## src/motor_ctrl_defs.vh

```
// Constants for the brushless motor commutation and drive block
`ifndef MOTOR_CTRL_DEFS_VH
`define MOTOR_CTRL_DEFS_VH

`define ADDR_W          12
`define OFF_CTRL        12'h000
`define OFF_STATUS      12'h004

`define CTRL_ENABLE_BIT 0
`define CTRL_BRAKE_BIT  1
`define CTRL_RESET      32'h00000001

`define ST_STEP_LSB     0
`define ST_STEP_MSB     2
`define ST_VALID_BIT    3
`define ST_PWM_BIT      4
`define ST_CS_BIT       5
`define ST_UV_BIT       6
`define ST_FAULT_BIT    7
`define ST_THERM_BIT    8

`define STEP_INVALID    3'h7
`define UV_FILTER       4

`endif

```

## src/motor_ctrl.v

```verilog
// Three-phase brushless motor commutation, modulation and fault logic
// Summary of operation
// - Phasing select high decodes sensors as 60 degree, low as 120 degree.
// - Invalid code, brake low: all drives off, fault asserted.
// - Invalid code, brake high: tops off, bottoms on, fault asserted.
// - Valid code, brake and enable high: tops off, bottoms on, no fault.
// - Valid code, brake high, enable low: tops off, bottoms on, fault.
// - Valid code, brake and enable low: tops at 1, bottoms 0, fault.
// - Over-current while running: all bottoms off, fault asserted.
// - Fault and top drive outputs are active low.
// - Ramp discharge sets both modulation and current latches.
// - Ramp above speed command clears the modulation latch.
// - Modulation gates bottom drives only; tops follow commutation.
// - Over-current clears current latch until the next ramp cycle.
// - At most one conduction pulse per oscillator cycle.
// - Fault on invalid code, enable low, over-current, undervoltage, heat.
// - Any undervoltage: fault, tops off, bottoms held low.
// - Supply monitor indications carry hysteresis against chatter.
// - Brake overrides every other input at the drives except undervoltage lockout; fault still follows code, enable and over-current.
// - Thermal shutdown acts exactly like enable low.
//
// Local design decisions: the APB register port and the address map.
`include "motor_ctrl_defs.vh"
`timescale 1ns/1ps
`default_nettype none

module motor_ctrl #(
   parameter UV_FILTER = `UV_FILTER
) (
   input  wire        pclk,
   input  wire        presetn,
   input  wire        psel,
   input  wire        penable,
   input  wire        pwrite,
   input  wire [31:0] paddr,
   input  wire [31:0] pwdata,
   output reg  [31:0] prdata,
   output reg         pready,
   output reg         pslverr,
   input  wire        rotor_sensor_a,
   input  wire        rotor_sensor_b,
   input  wire        rotor_sensor_c,
   input  wire        phase_sel_60,
   input  wire        dir_forward,
   input  wire        enable_in,
   input  wire        brake_in,
   input  wire        current_over,
   input  wire        ramp_discharge,
   input  wire        ramp_above_cmd,
   input  wire        uv_logic_supply,
   input  wire        uv_drive_supply,
   input  wire        uv_reference,
   input  wire        thermal_shutdown,
   output reg         top_drive_a_n,
   output reg         top_drive_b_n,
   output reg         top_drive_c_n,
   output reg         bottom_drive_a,
   output reg         bottom_drive_b,
   output reg         bottom_drive_c,
   output reg         fault_n
);

   // Sensor code to step index, 7 when invalid
   function [2:0] decode_step;
      input [2:0] code;
      input       sel60;
      begin
         if (sel60) begin
            case (code)
               3'h4:    decode_step = 3'h0;
               3'h6:    decode_step = 3'h1;
               3'h7:    decode_step = 3'h2;
               3'h3:    decode_step = 3'h3;
               3'h1:    decode_step = 3'h4;
               3'h0:    decode_step = 3'h5;
               default: decode_step = `STEP_INVALID;
            endcase
         end else begin
            case (code)
               3'h4:    decode_step = 3'h0;
               3'h6:    decode_step = 3'h1;
               3'h2:    decode_step = 3'h2;
               3'h3:    decode_step = 3'h3;
               3'h1:    decode_step = 3'h4;
               3'h5:    decode_step = 3'h5;
               default: decode_step = `STEP_INVALID;
            endcase
         end
      end
   endfunction

   // Step to one-hot {c,b,a} phase pairs, {top, bottom}
   function [5:0] step_phases;
      input [2:0] step;
      begin
         case (step)
            3'h0:    step_phases = {3'h1, 3'h4};
            3'h1:    step_phases = {3'h2, 3'h4};
            3'h2:    step_phases = {3'h2, 3'h1};
            3'h3:    step_phases = {3'h4, 3'h1};
            3'h4:    step_phases = {3'h4, 3'h2};
            3'h5:    step_phases = {3'h1, 3'h2};
            default: step_phases = 6'h00;
         endcase
      end
   endfunction

   localparam          CW      = 4;
   localparam   [31:0] UV_FULL = UV_FILTER - 1;
   localparam [CW-1:0] UV_LAST = UV_FULL[CW-1:0];

   // Filter step of one monitor: flip after UV_FILTER disagreeing samples
   function uv_flips;
      input          raw;
      input          held;
      input [CW-1:0] cnt;
      begin
         uv_flips = (raw != held) && (cnt == UV_LAST);
      end
   endfunction

   function [CW-1:0] uv_count;
      input          raw;
      input          held;
      input [CW-1:0] cnt;
      begin
         if (raw == held || uv_flips(raw, held, cnt)) begin
            uv_count = {CW{1'b0}};
         end else begin
            uv_count = cnt + 1'b1;
         end
      end
   endfunction

   reg  [31:0]   ctrl;
   reg  [31:0]   next_prdata;
   reg           pwm_latch;
   reg           cs_latch;
   reg           next_pwm;
   reg           next_cs;
   reg           uv_lock_logic;
   reg           uv_lock_drive;
   reg           uv_lock_ref;
   reg  [CW-1:0] cnt_logic;
   reg  [CW-1:0] cnt_drive;
   reg  [CW-1:0] cnt_ref;
   reg  [2:0]    next_top;
   reg  [2:0]    next_bottom;
   reg           next_fault;
   reg  [5:0]    phases;
   wire [31:0]   status_word;
   wire [2:0]    sensor_code = {rotor_sensor_a, rotor_sensor_b,
                                rotor_sensor_c};
   wire [2:0]    step = decode_step(sensor_code, phase_sel_60);
   wire [5:0]    fwd_phases = step_phases(step);
   wire          code_valid = (step != `STEP_INVALID);
   wire          uv_any = uv_lock_logic | uv_lock_drive | uv_lock_ref;
   wire          brake = brake_in | ctrl[`CTRL_BRAKE_BIT];
   // Heat looks the same as a grounded enable
   wire          run_en = enable_in & ctrl[`CTRL_ENABLE_BIT]
                          & ~thermal_shutdown;
   // Over-current drops bottoms at the next clock edge via the unlatched compare input
   wire          conduct = pwm_latch & cs_latch & ~current_over;
   wire          sel_ctrl = (paddr[11:0] == `OFF_CTRL);
   wire          sel_status = (paddr[11:0] == `OFF_STATUS);
   wire          addr_ok = sel_ctrl | sel_status;
   wire          apb_setup = psel & ~penable;
   wire          apb_rd_setup = apb_setup & ~pwrite;
   wire          apb_wr = psel & penable & pready & pwrite & ~pslverr;

   assign status_word[`ST_STEP_MSB:`ST_STEP_LSB] = step;
   assign status_word[`ST_VALID_BIT] = code_valid;
   assign status_word[`ST_PWM_BIT]   = pwm_latch;
   assign status_word[`ST_CS_BIT]    = cs_latch;
   assign status_word[`ST_UV_BIT]    = uv_any;
   assign status_word[`ST_FAULT_BIT] = ~fault_n;
   assign status_word[`ST_THERM_BIT] = thermal_shutdown;
   assign status_word[31:`ST_THERM_BIT+1] = 23'h000000;

   // Starts locked out, so drives stay off until every supply is seen good
   always @(posedge pclk or negedge presetn) begin
      if (!presetn) begin
         uv_lock_logic <= 1'b1;
         cnt_logic     <= {CW{1'b0}};
      end else begin
         cnt_logic <= uv_count(uv_logic_supply, uv_lock_logic,
                               cnt_logic);
         if (uv_flips(uv_logic_supply, uv_lock_logic, cnt_logic)) begin
            uv_lock_logic <= uv_logic_supply;
         end
      end
   end

   always @(posedge pclk or negedge presetn) begin
      if (!presetn) begin
         uv_lock_drive <= 1'b1;
         cnt_drive     <= {CW{1'b0}};
      end else begin
         cnt_drive <= uv_count(uv_drive_supply, uv_lock_drive,
                               cnt_drive);
         if (uv_flips(uv_drive_supply, uv_lock_drive, cnt_drive)) begin
            uv_lock_drive <= uv_drive_supply;
         end
      end
   end

   always @(posedge pclk or negedge presetn) begin
      if (!presetn) begin
         uv_lock_ref <= 1'b1;
         cnt_ref     <= {CW{1'b0}};
      end else begin
         cnt_ref <= uv_count(uv_reference, uv_lock_ref,
                             cnt_ref);
         if (uv_flips(uv_reference, uv_lock_ref, cnt_ref)) begin
            uv_lock_ref <= uv_reference;
         end
      end
   end

   // Dual latch; only the ramp discharge can set, so one pulse per cycle
   always @* begin
      next_pwm = pwm_latch;
      next_cs  = cs_latch;
      if (ramp_discharge) begin
         next_pwm = 1'b1;
         next_cs  = 1'b1;
      end else begin
         if (ramp_above_cmd) begin
            next_pwm = 1'b0;
         end
         if (current_over) begin
            next_cs = 1'b0;
         end
      end
   end

   always @(posedge pclk or negedge presetn) begin
      if (!presetn) begin
         pwm_latch <= 1'b0;
      end else begin
         pwm_latch <= next_pwm;
      end
   end

   always @(posedge pclk or negedge presetn) begin
      if (!presetn) begin
         cs_latch <= 1'b0;
      end else begin
         cs_latch <= next_cs;
      end
   end

   // Output selection, highest priority first
   always @* begin
      phases = dir_forward ? fwd_phases
               : {fwd_phases[2:0], fwd_phases[5:3]};
      next_top    = 3'h0;
      next_bottom = 3'h0;
      next_fault  = ~code_valid | ~run_en | current_over
                    | uv_any;
      if (uv_any) begin
         next_top    = 3'h0;
         next_bottom = 3'h0;
      end else if (brake) begin
         next_top    = 3'h0;
         next_bottom = 3'h7;
      end else if (!code_valid) begin
         next_bottom = 3'h0;
      end else if (!run_en) begin
         next_bottom = 3'h0;
      end else begin
         next_top    = phases[5:3];
         next_bottom = phases[2:0] & {3{conduct}};
      end
   end

   always @(posedge pclk or negedge presetn) begin
      if (!presetn) begin
         top_drive_a_n <= 1'b1;
         top_drive_b_n <= 1'b1;
         top_drive_c_n <= 1'b1;
      end else begin
         top_drive_a_n <= ~next_top[0];
         top_drive_b_n <= ~next_top[1];
         top_drive_c_n <= ~next_top[2];
      end
   end

   always @(posedge pclk or negedge presetn) begin
      if (!presetn) begin
         bottom_drive_a <= 1'b0;
         bottom_drive_b <= 1'b0;
         bottom_drive_c <= 1'b0;
      end else begin
         bottom_drive_a <= next_bottom[0];
         bottom_drive_b <= next_bottom[1];
         bottom_drive_c <= next_bottom[2];
      end
   end

   always @(posedge pclk or negedge presetn) begin
      if (!presetn) begin
         fault_n <= 1'b0;
      end else begin
         fault_n <= ~next_fault;
      end
   end

   // APB slave: answers in the first access cycle, no wait states
   always @(posedge pclk or negedge presetn) begin
      if (!presetn) begin
         pready  <= 1'b0;
         pslverr <= 1'b0;
      end else begin
         pready  <= apb_setup;
         pslverr <= apb_setup & ~addr_ok;
      end
   end

   always @* begin
      next_prdata = 32'h00000000;
      if (apb_rd_setup) begin
         if (sel_ctrl) begin
            next_prdata = ctrl & 32'h00000003;
         end else if (sel_status) begin
            next_prdata = status_word;
         end
      end
   end

   always @(posedge pclk or negedge presetn) begin
      if (!presetn) begin
         prdata <= 32'h00000000;
      end else begin
         prdata <= next_prdata;
      end
   end

   // Unmapped writes are dropped; only the two low bits hold state
   always @(posedge pclk or negedge presetn) begin
      if (!presetn) begin
         ctrl <= `CTRL_RESET;
      end else if (apb_wr && sel_ctrl) begin
         ctrl <= pwdata & 32'h00000003;
      end
   end

endmodule // motor_ctrl

`default_nettype wire

```

## config.mk

```make
export PLATFORM = sky130hd
export DESIGN_NAME = motor_ctrl
export DESIGN_NICKNAME = d
export VERILOG_FILES = /design/src/motor_ctrl.v
export VERILOG_INCLUDE_DIRS = /design/src
export SDC_FILE = /design/constraint.sdc
export NUM_CORES = 1
export LEC_CHECK = 0
export ABC_AREA = 1
export BUFFER_PORTS_ARGS = -buffer_cell sky130_fd_sc_hd__clkbuf_2
export CAP_MARGIN = 30
export CELL_PAD_IN_SITES_DETAIL_PLACEMENT = 1
export CELL_PAD_IN_SITES_GLOBAL_PLACEMENT = 1
export CORE_ASPECT_RATIO = 0.8
export CORE_MARGIN = 2
export CORE_UTILIZATION = 27
export CTS_CLUSTER_SIZE = 10
export DETAILED_ROUTE_END_ITERATION = 8
export PLACE_DENSITY_LB_ADDON = 0.1
export REMOVE_ABC_BUFFERS = 1
export SLEW_MARGIN = 20
export SYNTH_ARGS = -nofsm -noshare
export SYNTH_HDL_FRONTEND = slang
export SYNTH_SLANG_ARGS = --single-unit
```

## constraint.sdc

```tcl
create_clock -name pclk -period 1.2 [get_ports pclk]
set_input_delay 0.18 -clock pclk [delete_from_list [all_inputs] [get_ports pclk]]
set_output_delay 0.18 -clock pclk [all_outputs]
set_load 0.005 [all_outputs]
```

# Word level (Yosys, flattened, before mapping)
# Index checks and enable logic that the tools add are counted.
classes:
  eq_ne: 23
  mux: 23
  add_sub_neg: 3
  reduce_logical: 12
  bitwise_logic: 32
ops:
  columns: ["cell", "count"]
  rows:
  - ["$pmux 3 s6", 2]
  - ["$pmux 6 s6", 1]
  - ["$mux 3", 9]
  - ["$mux 9", 3]
  - ["$eq 3x3->1 const B", 6]
  - ["$not 1->1", 13]
  - ["$add 4x1->4 const B", 3]
  - ["$eq 12x3->1 const B", 1]
  - ["$eq 3x2->1 const B", 4]
  - ["$eq 4x2->1 const B", 3]
  - ["$logic_not 12->1", 1]
  - ["$mux 4", 3]
  - ["$and 1x1->1", 11]
  - ["$or 1x1->1", 7]
  - ["$eq 3x1->1 const B", 2]
  - ["$logic_not 3->1", 2]
  - ["$mux 6", 1]
  - ["$logic_and 1x1->1", 4]
  - ["$mux 1", 4]
  - ["$reduce_bool 2->1", 2]
  - ["$and 3x3->3", 1]
  - ["$eq 1x1->1", 3]
  - ["$logic_or 1x1->1", 3]
  - ["$ne 1x1->1", 3]
  - ["$ne 3x3->1 const B", 1]
word_totals:
  regBits: 60
  out_inout_bits: 41

# Longest topological paths before layout
depth:
  word_depth: 11
  ltp_mapped: 8

# Least setup slack after synthesis
# Ideal clock, no wire load.
synth_path:
  path_type: "reg2reg"
  startpoint: "register cnt_ref[0]"
  endpoint: "register uv_lock_ref"
  period_less_slack_ns: 1.111
  path_slack_ns: 0.089
  setup_ns: 0.082
  stages_incl_launch_ff: 4
  path_buffers: 0
  t_required_ns: 1.118
  t_arrival_ns: 1.029
  cell_sequence: "dfrtp_1 > ha_1 > nand3_1 > mux2_2"
synth_between:
  elab_chain_cells: 2
synth_rtl:
  columns: ["element", "line_no", "source"]
  rows:
  - ["start: declaration", "motor_ctrl.v:146", "reg [CW-1:0] cnt_ref;"]
  - ["start signal: assignment", "motor_ctrl.v:210", "cnt_ref <= {CW{1'b0}};"]
  - ["start signal: assignment", "motor_ctrl.v:212", "cnt_ref <= uv_count(uv_reference, uv_lock_ref,"]
  - ["$eq 4x2->1", "motor_ctrl.v:118", "uv_flips = (raw != held) && (cnt == UV_LAST);"]
  - ["$logic_and 1x1->1", "motor_ctrl.v:118", null]
  - ["end signal: assignment", "motor_ctrl.v:215", "uv_lock_ref <= uv_reference;"]
  - ["end: declaration", "motor_ctrl.v:143", "reg uv_lock_ref;"]
# Every way passes these cells.
# A chain may end at the register's enable or synchronous reset.

# Worst setup path after layout
layout_path:
  startpoint: "register ctrl[0]"
  endpoint: "register top_drive_c_n"
layout_between:
  elab_chain_cells: 7
layout_rtl:
  columns: ["element", "line_no", "source"]
  rows:
  - ["start: declaration", "motor_ctrl.v:135", "reg [31:0] ctrl;"]
  - ["start signal: assignment", "motor_ctrl.v:342", "ctrl <= `CTRL_RESET;"]
  - ["start signal: assignment", "motor_ctrl.v:344", "ctrl <= pwdata & 32'h00000003;"]
  - ["$and 1x1->1 (2 in a row)", "motor_ctrl.v:160", "wire run_en = enable_in & ctrl[`CTRL_ENABLE_BIT]"]
  - ["$mux 3", "motor_ctrl.v:269", "end else if (!run_en) begin"]
  - ["$mux 3", "motor_ctrl.v:267", "end else if (!code_valid) begin"]
  - ["$mux 3", "motor_ctrl.v:264", "end else if (brake) begin"]
  - ["$mux 3", "motor_ctrl.v:261", "if (uv_any) begin"]
  - ["$not 1->1", "motor_ctrl.v:285", "top_drive_c_n <= ~next_top[2];"]
  - ["end signal: assignment", "motor_ctrl.v:285", null]
  - ["end: declaration", "motor_ctrl.v:56", "output reg top_drive_c_n,"]
# Every way passes these cells.

==> impl_metrics.yaml <==
synth:
  yosysSeqAreaShare_pct: 47.5
  yosys_warnings: 0
  synthDistinctLibCells: 30
  postSynthRegisterBits: 37
  synth-edff-count: 0
  ys_dominant_reg_cell: "dfrtp_1"
  synth.cell_area_um2: 1970
  synth-async-reset-ratio_pct: 100
  syn-instance-count: 219
  syn_avg_cell_area_um2: 8.98
global_routing:
  grt_pass1_wl_mm: 7.35
  grt_max_degree: 38
  groute.usage.overall_pct: 11.7
  grt_antenna_before_repair: 0
  first_global_vias: 1576
  global_route.overflow_total: 0
placement:
  place.gp.congestion: 0.754
  dp.cells: 366
  detailed_place_hpwl_mm: 3.50
  postPlaceCellArea_um2: 2330
  buffer_ports.inserted: 50
worst_setup_path:
  critical_path.endpoint_type: "flop"
  critPathKind: "flop to flop"
  critical_path_peak_fanout: 4
  worst_setup_path_start_kind: "flop"
  critPathRequiredTime_ns: 1.41
  cp.arrival_ns: 1.40
layout:
  drive_gt1_share_pct: 37.6
  layout_commonest_cell: "clkbuf_2"
  fillers: 851
  diodes: 0
  finalCoreUtilization_pct: 35.8
  design_area_um2: 2490
  multi_input_area_um2: 881
  mostFrequentLayoutCells: "clkbuf_2, nand2_1, dfrtp_1"
  areaGrowthSynthToFinish_pct: 26.9
  nets: 375
  register_area_um2: 935
  final_cell_count_no_fill: 377
power:
  ir_drop_mv: 0.449
  power.density_nw_per_um2: 1350
  static_leakage_uw: 0.00128
run:
  reported_max_cap_violation_count: 0
die:
  die_width_um: 99.4
  fp.dieArea_um2: 7980
  core_um2: 6960
  ios: 124
  die_h_um: 80.3
  floorplan.initialDensity_pct: 28.2
  std_cell_rows: 27
drt:
  post-route-drc-count: 0
  drt_first_iter_violations: 15
  first_pass_iters: 4
  drt-total-wl_mm: 4.43
  post_drt_via_cell_ratio: 4.14
  drt.antenna.violating_nets: 0
  route.vias.total: 1560
  wire_per_inst_um: 11.7
timing:
  post_layout_min_period_ns: 1.19
  period_share_pct: 99.0
  finalHoldViolCount: 0
  final.setup_skew_ns: 0.00721
  maxClockFrequency_ghz: 0.842
  final_setup_fails: 0
  grt_setup_unrepaired: "true"
  final_max_slew_viol_count: 0
clock_network:
  cts-buffers-inserted: 5
  insertion_delay_ns: 0.28
  cts.clk_slew.worst_paths_ns: 0.07
  clock_tree.buffer_depth: 2
  clock-root-buffer: "clkbuf_8"
  htree_num_levels: 2
  clock-sinks: 37
  tritoncts_clock_tree: "yes"
status:
  run_status: "complete, no violations"
hold_path:
  timing.hold.worst.class: "primary input to flop"
[layer usage]
| layer | track usage (%) | routed length (µm) |
|---|---|---|
| met1 | 16.1 | 2190 |
| met2 | 18.9 | 2030 |
| met3 | 1.65 | 187 |
| met4 | 4.11 | 17 |
| met5 | 0 | 0 |
[Yosys cell counts (all sizes together), types with 2 or more instances]
library cell	number	area [µm²]
dfstp	7	184
ha	3	37.5
or2	4	27.5
nor2	25	104
o211ai	2	15.0
nand3	19	135
nor3	4	47.5
mux2	3	33.8
o21ai	10	50.0
inv	28	105
nand2	37	144
nand4	6	37.5
a21oi	9	45.0
buf	23	173
xor2	5	43.8
dfrtp	30	751
[power breakdown]
part	switching, µW	internal, µW	total, µW
Sequential	144	1480	1620
Combinational	476	380	856
Clock	421	469	890
Total	1040	2330	3370
[cells by family (layout without fill, tap and decap cells)]
group / Yosys count / after routing / share of synthesized area [%]
other cells: 1 / 23 / 0.191
mux: 3 / 3 / 1.72
simple gates: 95 / 95 / 25.2
xor+xnor: 6 / 6 / 2.67
compound gates: 23 / 23 / 6.62
buf+inv: 51 / 100 / 14.1
flops: 37 / 37 / 47.5
fa+ha+maj: 3 / 3 / 1.91
[worst max-delay path, stage by stage (launching register included)]
cell and delay, ns:
dfstp_2 0.55, nand2_2 0.07, nor2_4 0.11, buf_6 0.12, nand3_4 0.07, nor2_4 0.14
nand2_1 0.06
[worst paths after layout]
check / startpoint / end / slack [ns] / cells after the start
hold reg to reg: fault_n$_DFF_PN0_ / prdata[7]$_DFF_PN0_ / 0.43 / 1
hold / removal: pwdata[0] / ctrl[0]$_DFFE_PN1P_ / 0.08 / 3
setup reg to reg: ctrl[0]$_DFFE_PN1P_ / top_drive_c_n$_DFF_PN1_ / 0.01 / 6
min in group asynchronous: presetn / prdata[2]$_DFF_PN0_ / 0.41 / 3
max in group asynchronous: presetn / uv_lock_logic$_DFFE_PN1P_ / 0.52 / 3
setup / recovery: ctrl[0]$_DFFE_PN1P_ / top_drive_c_n$_DFF_PN1_ / 0.01 / 6
[state kept, by name, indices dropped and copies added, names as in the netlist]
| signal | flops |
|---|---|
| uv_lock_drive | 1 |
| pslverr | 1 |
| cnt_logic | 4 |
| uv_lock_ref | 1 |
| pwm_latch | 1 |
| cnt_drive | 4 |
| fault_n | 1 |
| cnt_ref | 4 |
| top_drive_a_n | 1 |
| ctrl | 2 |
| uv_lock_logic | 1 |
| pready | 1 |
| prdata | 9 |
| bottom_drive_a | 1 |
| cs_latch | 1 |
| bottom_drive_b | 1 |
| bottom_drive_c | 1 |
| top_drive_b_n | 1 |
| top_drive_c_n | 1 |
[per-stage QoR]
step / hold WS, ns / setup TNS (ns) / total power, µW / worst slack (ns)
5_1_grt: 0.0887 / -0.324 / 3640 / -0.0829
6_report: 0.0829 / 0 / 3370 / 0.0126
3_3_place_gp: 0.165 / -0.00337 / 2410 / -0.00265
4_1_cts: 0.0778 / -0.0330 / 3360 / -0.0125
3_5_place_dp: 0.171 / -0.0641 / 2430 / -0.0233
2_1_floorplan: -0.116 / 0 / 2120 / 0.0891
[what timing repair did]
action,in CTS,in global routing
gates resized for setup,2,11
pin swaps,0,7
buffers inserted,0,2
setup endpoints to repair,3,12
endpoints found under the hold margin,30,0
hold buffers,1,0
[area by class of cell]
class | count | share of cell area, %
sequential | 37 | 37.5
multi-input combinational | 153 | 35.3
inverter | 28 | 4.21
clock buffer | 8 | 3.61
tap | 87 | 4.37
timing repair buffer | 64 | 15.0
Power figures use the tool's default switching activity.
